## config.mk

```make
export PLATFORM = sky130hd
export DESIGN_NAME = fhl_link_regs
export DESIGN_NICKNAME = d
export VERILOG_FILES = /design/src/fhl_unused_placeholder_none.sv /design/src/fhl_pkg.sv /design/src/fhl_link_regs.sv
export SDC_FILE = /design/constraint.sdc
export NUM_CORES = 2
export LEC_CHECK = 0
export BUFFER_PORTS_ARGS = -buffer_cell sky130_fd_sc_hd__buf_4
export CORE_MARGIN = 3
export CORE_UTILIZATION = 50
export CTS_CLUSTER_SIZE = 12
export DETAILED_ROUTE_END_ITERATION = 7
export PLACE_DENSITY = 0.65
export SLEW_MARGIN = 5
export SYNTH_ARGS = -nofsm -noshare
export SYNTH_HDL_FRONTEND = slang
export SYNTH_SLANG_ARGS = --single-unit
```

## constraint.sdc

```tcl
create_clock -name REF_CLK_IN -period 4.9 [get_ports REF_CLK_IN]
set_clock_uncertainty 0.15 [all_clocks]
set_input_delay 0.98 -clock REF_CLK_IN [delete_from_list [all_inputs] [get_ports REF_CLK_IN]]
set_output_delay 0.98 -clock REF_CLK_IN [all_outputs]
set_load 0.01 [all_outputs]
```

## src/fhl_unused_placeholder_none.sv

```systemverilog
// intentionally empty: all logic lives in fhl_link_regs.sv

```

## src/fhl_pkg.sv

```systemverilog
// constants, offsets and reset values for the data-link code and packet fifo registers
package fhl_pkg;
  // ----------------------------------------------------------------
  // register offsets
  // ----------------------------------------------------------------
  localparam logic [7:0] ADDR_RX_CODE     = 8'h04;
  localparam logic [7:0] ADDR_RX_FIFO     = 8'h05;
  localparam logic [7:0] ADDR_TX_STATUS   = 8'h06;
  localparam logic [7:0] ADDR_TX_CODE     = 8'h07;
  localparam logic [7:0] ADDR_TX_FIFO     = 8'h08;
  // ----------------------------------------------------------------
  // field positions
  // ----------------------------------------------------------------
  localparam int BIT_DETECT_LATCHED = 7;
  localparam int BIT_DETECT_LIVE    = 6;
  localparam int BIT_SEND_TRIGGER   = 7;
  localparam int BIT_SOURCE_SEL     = 6;
  localparam int BIT_TX_EMPTY       = 2;
  localparam int BIT_TX_FULL        = 1;
  localparam int BIT_TX_UNDERRUN    = 0;
  // ----------------------------------------------------------------
  // reset values and sizes
  // ----------------------------------------------------------------
  localparam logic [5:0] RST_RX_CODE    = 6'h3f;
  localparam logic [7:0] RST_TX_CONTROL = 8'h00;
  localparam int         FIFO_BYTES     = 64;
  localparam int         CODE_FRAME     = 16;
  localparam logic [4:0] FRAME_LAST     = 5'h0f;
  localparam logic [4:0] FRAME_LOST     = 5'h10;
  localparam int         VALID_REPEATS  = 2;
endpackage

```

## src/fhl_link_regs.sv

```systemverilog
// packet fifo and the register block with code detector and code sender
`timescale 1ns/1ps
`default_nettype none

// ----------------------------------------------------------------
// byte fifo with valid and ready on both sides
// ----------------------------------------------------------------
module fhl_fifo #(
  parameter int W     = 8,
  parameter int DEPTH = 4
) (
  input  wire logic         clk_in,
  input  wire logic         rst_n_in,
  input  wire logic [W-1:0] in_data_in,
  input  wire logic         in_valid_in,
  output logic              in_ready_out,
  output logic [W-1:0]      out_data_out,
  output logic              out_valid_out,
  input  wire logic         out_ready_in
);
  localparam int AW = (DEPTH > 1) ? $clog2(DEPTH) : 1;
  localparam logic [AW:0] FULL_CNT = (AW+1)'(DEPTH);
  localparam logic [AW-1:0] LAST_IDX = AW'(DEPTH - 1);

  typedef struct packed {
    logic [DEPTH-1:0][W-1:0] mem;
    logic [AW-1:0]           wp;
    logic [AW-1:0]           rp;
    logic [AW:0]             cnt;
    logic                    rdy;
    logic                    vld;
    logic [W-1:0]            head;
  } fhl_fifo_t;

  fhl_fifo_t st;
  fhl_fifo_t next_st;
  logic      push;
  logic      pop;

  assign in_ready_out  = st.rdy;
  assign out_valid_out = st.vld;
  assign out_data_out  = st.head;
  assign push = in_valid_in && in_ready_out;
  assign pop  = out_ready_in && out_valid_out;

  // pointers wrap at depth so any depth works, not only powers of two
  always_comb begin
    next_st = st;
    if (push) begin
      next_st.mem[st.wp] = in_data_in;
      next_st.wp = (st.wp == LAST_IDX) ? '0 : st.wp + 1'b1;
    end
    if (pop) begin
      next_st.rp = (st.rp == LAST_IDX) ? '0 : st.rp + 1'b1;
    end
    if (push && !pop) begin
      next_st.cnt = st.cnt + 1'b1;
    end else if (pop && !push) begin
      next_st.cnt = st.cnt - 1'b1;
    end
    next_st.rdy  = (next_st.cnt != FULL_CNT);  // flags and head kept in flops for clean ports
    next_st.vld  = (next_st.cnt != '0);
    next_st.head = next_st.mem[next_st.rp];
  end

  always_ff @(posedge clk_in or negedge rst_n_in) begin
    if (!rst_n_in) begin
      st <= '0;
      st.rdy <= 1'b1;
    end else begin
      st <= next_st;
    end
  end
endmodule

// ----------------------------------------------------------------
// register block
// ----------------------------------------------------------------
module fhl_link_regs #(
  parameter int FIFO_DEPTH = fhl_pkg::FIFO_BYTES,
  parameter int REPEATS    = fhl_pkg::VALID_REPEATS
) (
  input  wire logic       REF_CLK_IN,
  input  wire logic       RESET_N_IN,
  input  wire logic       CS_N_IN,
  input  wire logic       RD_N_IN,
  input  wire logic       WR_N_IN,
  input  wire logic [7:0] ADDR_IN,
  input  wire logic [7:0] DATA_IN,
  output logic      [7:0] DATA_OUT,
  output logic            DATA_OE_OUT,
  input  wire logic       RX_BIT_EN_IN,
  input  wire logic       RX_LINK_BIT_IN,
  input  wire logic [7:0] RX_BYTE_IN,
  input  wire logic       RX_BYTE_VALID_IN,
  output logic            RX_BYTE_READY_OUT,
  output logic      [7:0] TX_BYTE_OUT,
  output logic            TX_BYTE_VALID_OUT,
  input  wire logic       TX_BYTE_READY_IN,
  input  wire logic       TX_MSG_ACTIVE_IN,
  output logic            TX_ABORT_OUT,
  input  wire logic       TX_BIT_EN_IN,
  input  wire logic       TX_HDLC_BIT_IN,
  input  wire logic       EXT_LINK_DATA_IN,
  output logic            TX_LINK_DATA_OUT,
  input  wire logic [7:0] LINK_IRQ_MASK_IN,
  output logic            CODE_CHANGE_IRQ_OUT
);
  typedef struct packed {
    logic [2:0] cs_sync;
    logic [2:0] rd_sync;
    logic [2:0] wr_sync;
    logic [2:0] ext_sync;
    logic       cs_act;
    logic       rd_act;
    logic       wr_act;
    logic       ext_bit;
    logic [7:0] rd_data;
    logic       oe;
    logic [15:0] rx_shift;
    logic [4:0] rx_since;
    logic [5:0] rx_prev;
    logic [3:0] rx_rep;
    logic       live;
    logic       detect_latched;
    logic [5:0] rx_code;
    logic       irq;
    logic       underrun;
    logic       abort_sent;
    logic       abort;
    logic [7:0] tx_control;
    logic       send_pending;
    logic       sending;
    logic [15:0] tx_shift;
    logic [4:0] tx_bits;
    logic       link_out;
  } fhl_regs_t;

  fhl_regs_t st;
  fhl_regs_t next_st;

  logic       rx_fifo_pop;
  logic [7:0] rx_fifo_data;
  logic       rx_fifo_valid;
  logic       tx_fifo_push;
  logic       tx_fifo_ready;
  logic       tx_fifo_valid;
  logic       rd_start;
  logic       wr_start;
  logic       rx_match;
  logic [5:0] rx_word;

  // a code frame, oldest bit first: eight ones, zero, six code bits, zero
  function automatic logic code_frame_ok(input logic [15:0] w);
    code_frame_ok = (w[7:0] == 8'hff) && !w[8] && !w[15];
  endfunction

  function automatic logic [15:0] code_frame(input logic [5:0] c);
    code_frame = {1'b0, c, 1'b0, 8'hff};
  endfunction

  // ----------------------------------------------------------------
  // packet fifos
  // ----------------------------------------------------------------
  fhl_fifo #(.W(8), .DEPTH(FIFO_DEPTH)) u_rx_fifo (
    .clk_in        (REF_CLK_IN),
    .rst_n_in      (RESET_N_IN),
    .in_data_in    (RX_BYTE_IN),
    .in_valid_in   (RX_BYTE_VALID_IN),
    .in_ready_out  (RX_BYTE_READY_OUT),
    .out_data_out  (rx_fifo_data),
    .out_valid_out (rx_fifo_valid),
    .out_ready_in  (rx_fifo_pop)
  );

  fhl_fifo #(.W(8), .DEPTH(FIFO_DEPTH)) u_tx_fifo (
    .clk_in        (REF_CLK_IN),
    .rst_n_in      (RESET_N_IN),
    .in_data_in    (DATA_IN),
    .in_valid_in   (tx_fifo_push),
    .in_ready_out  (tx_fifo_ready),
    .out_data_out  (TX_BYTE_OUT),
    .out_valid_out (tx_fifo_valid),
    .out_ready_in  (TX_BYTE_READY_IN)
  );

  // host strobes act once their synchronised level is stable
  assign rd_start = (st.rd_sync[1] == st.rd_sync[2]) && !st.rd_sync[2] && !st.rd_act &&
                    (st.cs_sync[1] == st.cs_sync[2]) && !st.cs_sync[2];
  assign wr_start = (st.wr_sync[1] == st.wr_sync[2]) && !st.wr_sync[2] && !st.wr_act &&
                    (st.cs_sync[1] == st.cs_sync[2]) && !st.cs_sync[2];
  assign rx_fifo_pop  = rd_start && (ADDR_IN == fhl_pkg::ADDR_RX_FIFO);
  assign tx_fifo_push = wr_start && (ADDR_IN == fhl_pkg::ADDR_TX_FIFO);
  assign rx_match = code_frame_ok({RX_LINK_BIT_IN, st.rx_shift[15:1]});  // frame this bit ends
  assign rx_word  = st.rx_shift[15:10];

  assign DATA_OUT            = st.rd_data;
  assign DATA_OE_OUT         = st.oe;
  assign TX_BYTE_VALID_OUT   = tx_fifo_valid;
  assign TX_ABORT_OUT        = st.abort;
  assign TX_LINK_DATA_OUT    = st.link_out;
  assign CODE_CHANGE_IRQ_OUT = st.irq;

  always_comb begin
    next_st = st;
    // ----------------------------------------------------------------
    // input synchronisers, stage 0 is read only by stage 1
    // ----------------------------------------------------------------
    next_st.cs_sync  = {st.cs_sync[1:0], CS_N_IN};
    next_st.rd_sync  = {st.rd_sync[1:0], RD_N_IN};
    next_st.wr_sync  = {st.wr_sync[1:0], WR_N_IN};
    next_st.ext_sync = {st.ext_sync[1:0], EXT_LINK_DATA_IN};
    next_st.ext_bit = (st.ext_sync[1] == st.ext_sync[2]) ? st.ext_sync[2] : st.ext_bit;
    next_st.rd_act  = (st.rd_sync[1] == st.rd_sync[2]) ? !st.rd_sync[2] : st.rd_act;
    next_st.wr_act  = (st.wr_sync[1] == st.wr_sync[2]) ? !st.wr_sync[2] : st.wr_act;
    next_st.cs_act  = (st.cs_sync[1] == st.cs_sync[2]) ? !st.cs_sync[2] : st.cs_act;
    next_st.oe = next_st.cs_act && next_st.rd_act;
    // ----------------------------------------------------------------
    // host read: capture data, apply read-clear side effects
    // ----------------------------------------------------------------
    if (rd_start) begin
      if (ADDR_IN == fhl_pkg::ADDR_RX_CODE) begin
        next_st.rd_data = {st.detect_latched, st.live, st.rx_code};
        next_st.detect_latched = 1'b0;
      end else if (ADDR_IN == fhl_pkg::ADDR_RX_FIFO) begin
        next_st.rd_data = rx_fifo_data;
      end else if (ADDR_IN == fhl_pkg::ADDR_TX_STATUS) begin
        next_st.rd_data = 8'h00;
        next_st.rd_data[fhl_pkg::BIT_TX_EMPTY] = !tx_fifo_valid;
        next_st.rd_data[fhl_pkg::BIT_TX_FULL] = !tx_fifo_ready;
        next_st.rd_data[fhl_pkg::BIT_TX_UNDERRUN] = st.underrun;
        next_st.underrun = 1'b0;
      end else if (ADDR_IN == fhl_pkg::ADDR_TX_CODE) begin
        next_st.rd_data = st.tx_control;
      end else begin
        next_st.rd_data = 8'h00;
      end
    end
    // ----------------------------------------------------------------
    // host write to the transmit code control register
    // ----------------------------------------------------------------
    if (wr_start && (ADDR_IN == fhl_pkg::ADDR_TX_CODE)) begin
      next_st.tx_control = DATA_IN;
      if (DATA_IN[fhl_pkg::BIT_SEND_TRIGGER] && !st.tx_control[fhl_pkg::BIT_SEND_TRIGGER]) begin
        next_st.send_pending = 1'b1;
      end
    end
    // ----------------------------------------------------------------
    // receive code detector, one step per line bit
    // ----------------------------------------------------------------
    if (RX_BIT_EN_IN) begin
      next_st.rx_shift = {RX_LINK_BIT_IN, st.rx_shift[15:1]};
      next_st.rx_since = (st.rx_since == fhl_pkg::FRAME_LOST) ? st.rx_since : st.rx_since + 1'b1;
      if (rx_match) begin
        next_st.rx_since = 5'h00;
        next_st.rx_prev = rx_word;
        // a code counts only when repeated back to back on frame spacing
        if ((rx_word == st.rx_prev) && (st.rx_since == fhl_pkg::FRAME_LAST)) begin
          next_st.rx_rep = (st.rx_rep == 4'hf) ? st.rx_rep : st.rx_rep + 1'b1;
        end else begin
          next_st.rx_rep = 4'h1;
          next_st.live = 1'b0;
        end
        if (next_st.rx_rep >= 4'(REPEATS)) begin
          next_st.live = 1'b1;
          next_st.rx_code = rx_word;
        end
      end else if (st.rx_since == fhl_pkg::FRAME_LAST) begin
        // a frame slot passed without a code frame
        next_st.rx_rep = 4'h0;
        next_st.live = 1'b0;
      end
    end
    // change of state sets the latch after any read clear, so the set wins
    if (next_st.live != st.live) begin
      next_st.detect_latched = 1'b1;
    end
    next_st.irq = next_st.detect_latched && LINK_IRQ_MASK_IN[7];
    // ----------------------------------------------------------------
    // transmit underrun: fifo dry while a message is open
    // ----------------------------------------------------------------
    next_st.abort = 1'b0;
    if (!TX_MSG_ACTIVE_IN) begin
      next_st.abort_sent = 1'b0;
    end else if (TX_BYTE_READY_IN && !tx_fifo_valid && !st.abort_sent) begin
      next_st.abort = 1'b1;
      next_st.abort_sent = 1'b1;
      next_st.underrun = 1'b1;
    end
    // ----------------------------------------------------------------
    // code sender and link source select, one step per line bit
    // ----------------------------------------------------------------
    if (TX_BIT_EN_IN) begin
      if (st.sending) begin
        next_st.tx_shift = {1'b0, st.tx_shift[15:1]};
        next_st.tx_bits = st.tx_bits + 1'b1;
        if (st.tx_bits == fhl_pkg::FRAME_LAST) begin
          // keep repeating whole frames while the trigger stays set
          next_st.tx_bits = 5'h00;
          if (next_st.tx_control[fhl_pkg::BIT_SEND_TRIGGER]) begin
            next_st.tx_shift = code_frame(next_st.tx_control[5:0]);
          end else begin
            next_st.sending = 1'b0;
          end
        end
      end else if (st.send_pending) begin
        next_st.send_pending = 1'b0;
        next_st.sending = 1'b1;
        next_st.tx_bits = 5'h00;
        next_st.tx_shift = code_frame(st.tx_control[5:0]);
      end
      if (!st.tx_control[fhl_pkg::BIT_SOURCE_SEL]) begin
        next_st.link_out = st.ext_bit;
      end else if (next_st.sending) begin
        next_st.link_out = next_st.tx_shift[0];
      end else begin
        next_st.link_out = TX_HDLC_BIT_IN;
      end
    end
  end

  // all control state resets to constants only
  always_ff @(posedge REF_CLK_IN or negedge RESET_N_IN) begin
    if (!RESET_N_IN) begin
      st            <= '0;
      st.cs_sync    <= 3'h7;
      st.rd_sync    <= 3'h7;
      st.wr_sync    <= 3'h7;
      st.rx_code    <= fhl_pkg::RST_RX_CODE;
      st.rx_prev    <= fhl_pkg::RST_RX_CODE;
      st.tx_control <= fhl_pkg::RST_TX_CONTROL;
    end else begin
      st <= next_st;
    end
  end
endmodule

`default_nettype wire

```

==> metrics <==
worst path cell trace=inv_1 -> ha_1 -> or4b_1 -> nor2_1 -> nand3_1 -> buf_4 -> mux2_2 -> o211ai_1 -> a31oi_1 -> o22ai_1 -> a22o_1 -> a311oi_1 -> buf_4; CTS Buffer Depth=3; CTS buffer count=135; Placed Cells=just under 8k; Worst Max-Slew Pin Slew=approximately 1.1 ns; post-CTS sizing=0; # rows=125; Detailed Route WL=about 200 mm; IO buf count=59; number of global-route vias before repair=49.9k; fin crit period=~4.7 ns; CP startpoint kind=register; Post-DP HPWL=138 mm; clk slew on worst S/H paths=0.06 ns; power density cells=approximately 470 nW/µm²; WP buf/inv=3; Yosys top cell area share=48.9%; Post-CTS Hold Fix Bufs=0; total grt overflow=0; Fin Hold WS=0.0902 ns; Post-layout nets=~6.4k; Setup Viol. Count Final=0; crit path max fanout=12; io pins=67; Clk Tree Root Cell=clkbuf_16; Residual DRC=0; Design Area, Final=a little under 70000 µm²; H-tree depth=4; HP Class=primary input to async pin; Synth Area per Inst=~9.8 µm²; setup TNS=0 ns; Fill cells=about 9.9k; Slew Limit Fails=0; yosys warns=0; final core utilization=about three fifths; die height=350 µm; Achievable Freq=around 0.21 GHz; chip width=350 µm; placed inst area=64600 µm²; number of max-cap violations=0; Placer Congestion=between 1 and 1.5; drt wl/cell=~26 µm; post-synth top area cell=dfrtp_1; power consumption=32.7 mW; largest net degree at the start of global routing=128; sequential cell area fraction in the yosys report=49.9%; arrival time of the worst setup path=5.18 ns; initial antenna violation count=8; Post-CTS Setup Bufs=0; DIE AREA=122000 µm²; CP Class=register to register; Initial Util=50.6%; Req. time, crit path=5.40 ns; Mapped Area=59200 µm²; worst skew pair latency=0.77 ns; CTS Sinks=1179; Crit. End Element=register; vias post-DR=just over 50k; #FFs+latches synth=about 1.2k; Hold Vio Cnt, Final=0; Synth-to-Final Area Change=16.7%; proportion of layout cells with a drive suffix above 1=24.6%; status=completed; first-pass GRT wire length=just over 300 mm; Post-DRT Antenna Nets=0; drt pass-1 iters=6; Post-Place Setup Slack=-0.124 ns; most frequent CP cell=buf_4; slowest stage delay, CP=0.77 ns; leakage power=31.5 nW; Worst VDD drop=~0.00042 V; GR Util All Layers=33.1%; vias per cell=6.35; DRC marker count from the first detailed-route iteration=5539; number of synthesized flops with an enable pin=0; post-synthesis cell type count=94; Core ar.=117000 µm²; Main synth FF type=dfrtp_1; async set-or-reset flop fraction in the synthesized netlist=100%; Max-Slew Margin vs Limit=25.3%; Tcrit/Tclk final=95.5%; delay-heaviest family, CP=simple AND/OR/NAND/NOR gates; synth top area cells=dfrtp_1 49%, mux2_2 12%, nand2_1 6.1%, o21ai_0 3.4%, nor2_1 3.1%; fin cells=7959; CP max stage cell=or4b_1; syn nets=6111; CTS tree=yes; final worst slack=0.221 ns; RSZ-0062 raised after global routing=no; cells after synthesis=6051
==> area by class of cell <==
class | count | area [µm²] | area share (%)
clock buffer | 203 | 4010 | 5.81
antenna | 4 | 10.0 | 0.0145
tap | 1524 | 1910 | 2.76
multi-input combinational | 4312 | 27400 | 39.7
timing repair buffer | 642 | 5510 | 7.97
inverter | 58 | 235 | 0.341
sequential | 1179 | 29500 | 42.8
clock inverter | 37 | 415 | 0.601
==> synth_stat cells, types with 31 or more instances <==
| library cell | count |
|---|---|
| o22ai_1 | 72 |
| o221ai_1 | 32 |
| o21ai_0 | 400 |
| nor4_1 | 65 |
| inv_1 | 53 |
| nor3_1 | 366 |
| a31oi_1 | 58 |
| clkbuf_1 | 396 |
| nand2_1 | 964 |
| o211ai_1 | 47 |
| nand4_1 | 53 |
| nor2_1 | 491 |
| mux2_2 | 639 |
| nand3_1 | 150 |
| mux2i_1 | 110 |
| or4_1 | 31 |
| a21oi_1 | 131 |
| buf_4 | 34 |
| or3_1 | 86 |
| buf_2 | 45 |
| dfrtp_1 | 1156 |
==> cell families (layout without fill, tap and decap cells) <==
group	after synthesis	count (layout)	share of synthesized area, %
AND/OR/NAND/NOR	2367	2367	18.3
flip-flops	1179	1179	49.9
AO/OA/AOI/OAI	1144	1144	12.9
multiplexers	752	752	14.1
buffers and inverters	560	940	3.97
XOR/XNOR	33	33	0.488
adder cells (fa/ha/maj)	16	16	0.334
other	0	4	0
==> final timing paths <==
check | start | to | slack [ns] | cells past startpoint
worst max-delay path | st[93] | u_tx_fifo.out_data_out[6] | 0.22 | 13
worst min-delay path | RESET_N_IN | u_tx_fifo.st[45] | 0.09 | 1
worst max register to register | st[93] | u_tx_fifo.out_data_out[6] | 0.22 | 13
worst min register to register | next_st[89] | next_st[90] | 0.20 | 0
max in group asynchronous | RESET_N_IN | u_rx_fifo.st[445] | 3.28 | 2
min in group REF_CLK_IN | EXT_LINK_DATA_IN | next_st[89] | 0.17 | 1
==> metal layers <==
metal / up-vias / part of all wire (%) / track usage, % / wire, µm
met5: - / 0.025 / 0 / 51
met1: 25100 / 40 / 42.6 / 81500
met2: 2439 / 45 / 51.4 / 92200
met3: 684 / 8.2 / 6.83 / 16800
met4: 8 / 6.9 / 20.5 / 14200
li1: 22300 / - / - / -
==> state kept, by name, indices dropped and copies added, names as in the netlist, 6 cells and up <==
signal and flops:
u_rx_fifo.st 531, u_tx_fifo.st 531, st 71, DATA_OUT 8, next_st 8, u_rx_fifo.out_data_out 8
u_tx_fifo.out_data_out 8, rx_word 6
==> power breakdown <==
part           total, mW  internal (mW)  leakage [nW]  switching [mW]
logic               10.7           4.05          13.3            6.66
registers           11.8           11.1          16.0           0.687
clock network       10.2           6.02          2.18            4.17
==> cell usage in the layout (no fill, tap or decap), drive strengths merged, types with 23 or more instances in the layout <==
master  synthesis  routed
mux2          639     639
clkbuf        396     203
dfrtp        1156    1156
nand2b         24      24
and3           23      23
a21oi         131     131
a211oi         24      24
nand2         964     964
mux2i         110     110
o31ai          29      29
o22ai          72      72
nor2          491     491
or4            32      32
inv            54      65
o211ai         47      47
or3            86      86
nand4          53      53
o311ai         37      37
nand3         150     150
nor3          378     378
nor4           71      71
o32ai          26      26
a31oi          58      58
o221ai         32      32
o21ai         403     403
xnor2          23      23
o22a           24      24
dfstp          23      23
buf           106     642
==> worst reg2reg max path: cells and delay by family, from the launching register on <==
kind / cells / cell delay, ns
AO/OA/AOI/OAI: 5 / 1.31
multiplexers: 1 / 0.28
flip-flops: 1 / 0.36
adder cells (fa/ha/maj): 1 / 0.16
AND/OR/NAND/NOR: 3 / 1.82
buffers and inverters: 3 / 0.51
No activity file was read; power rests on OpenSTA's default activity.
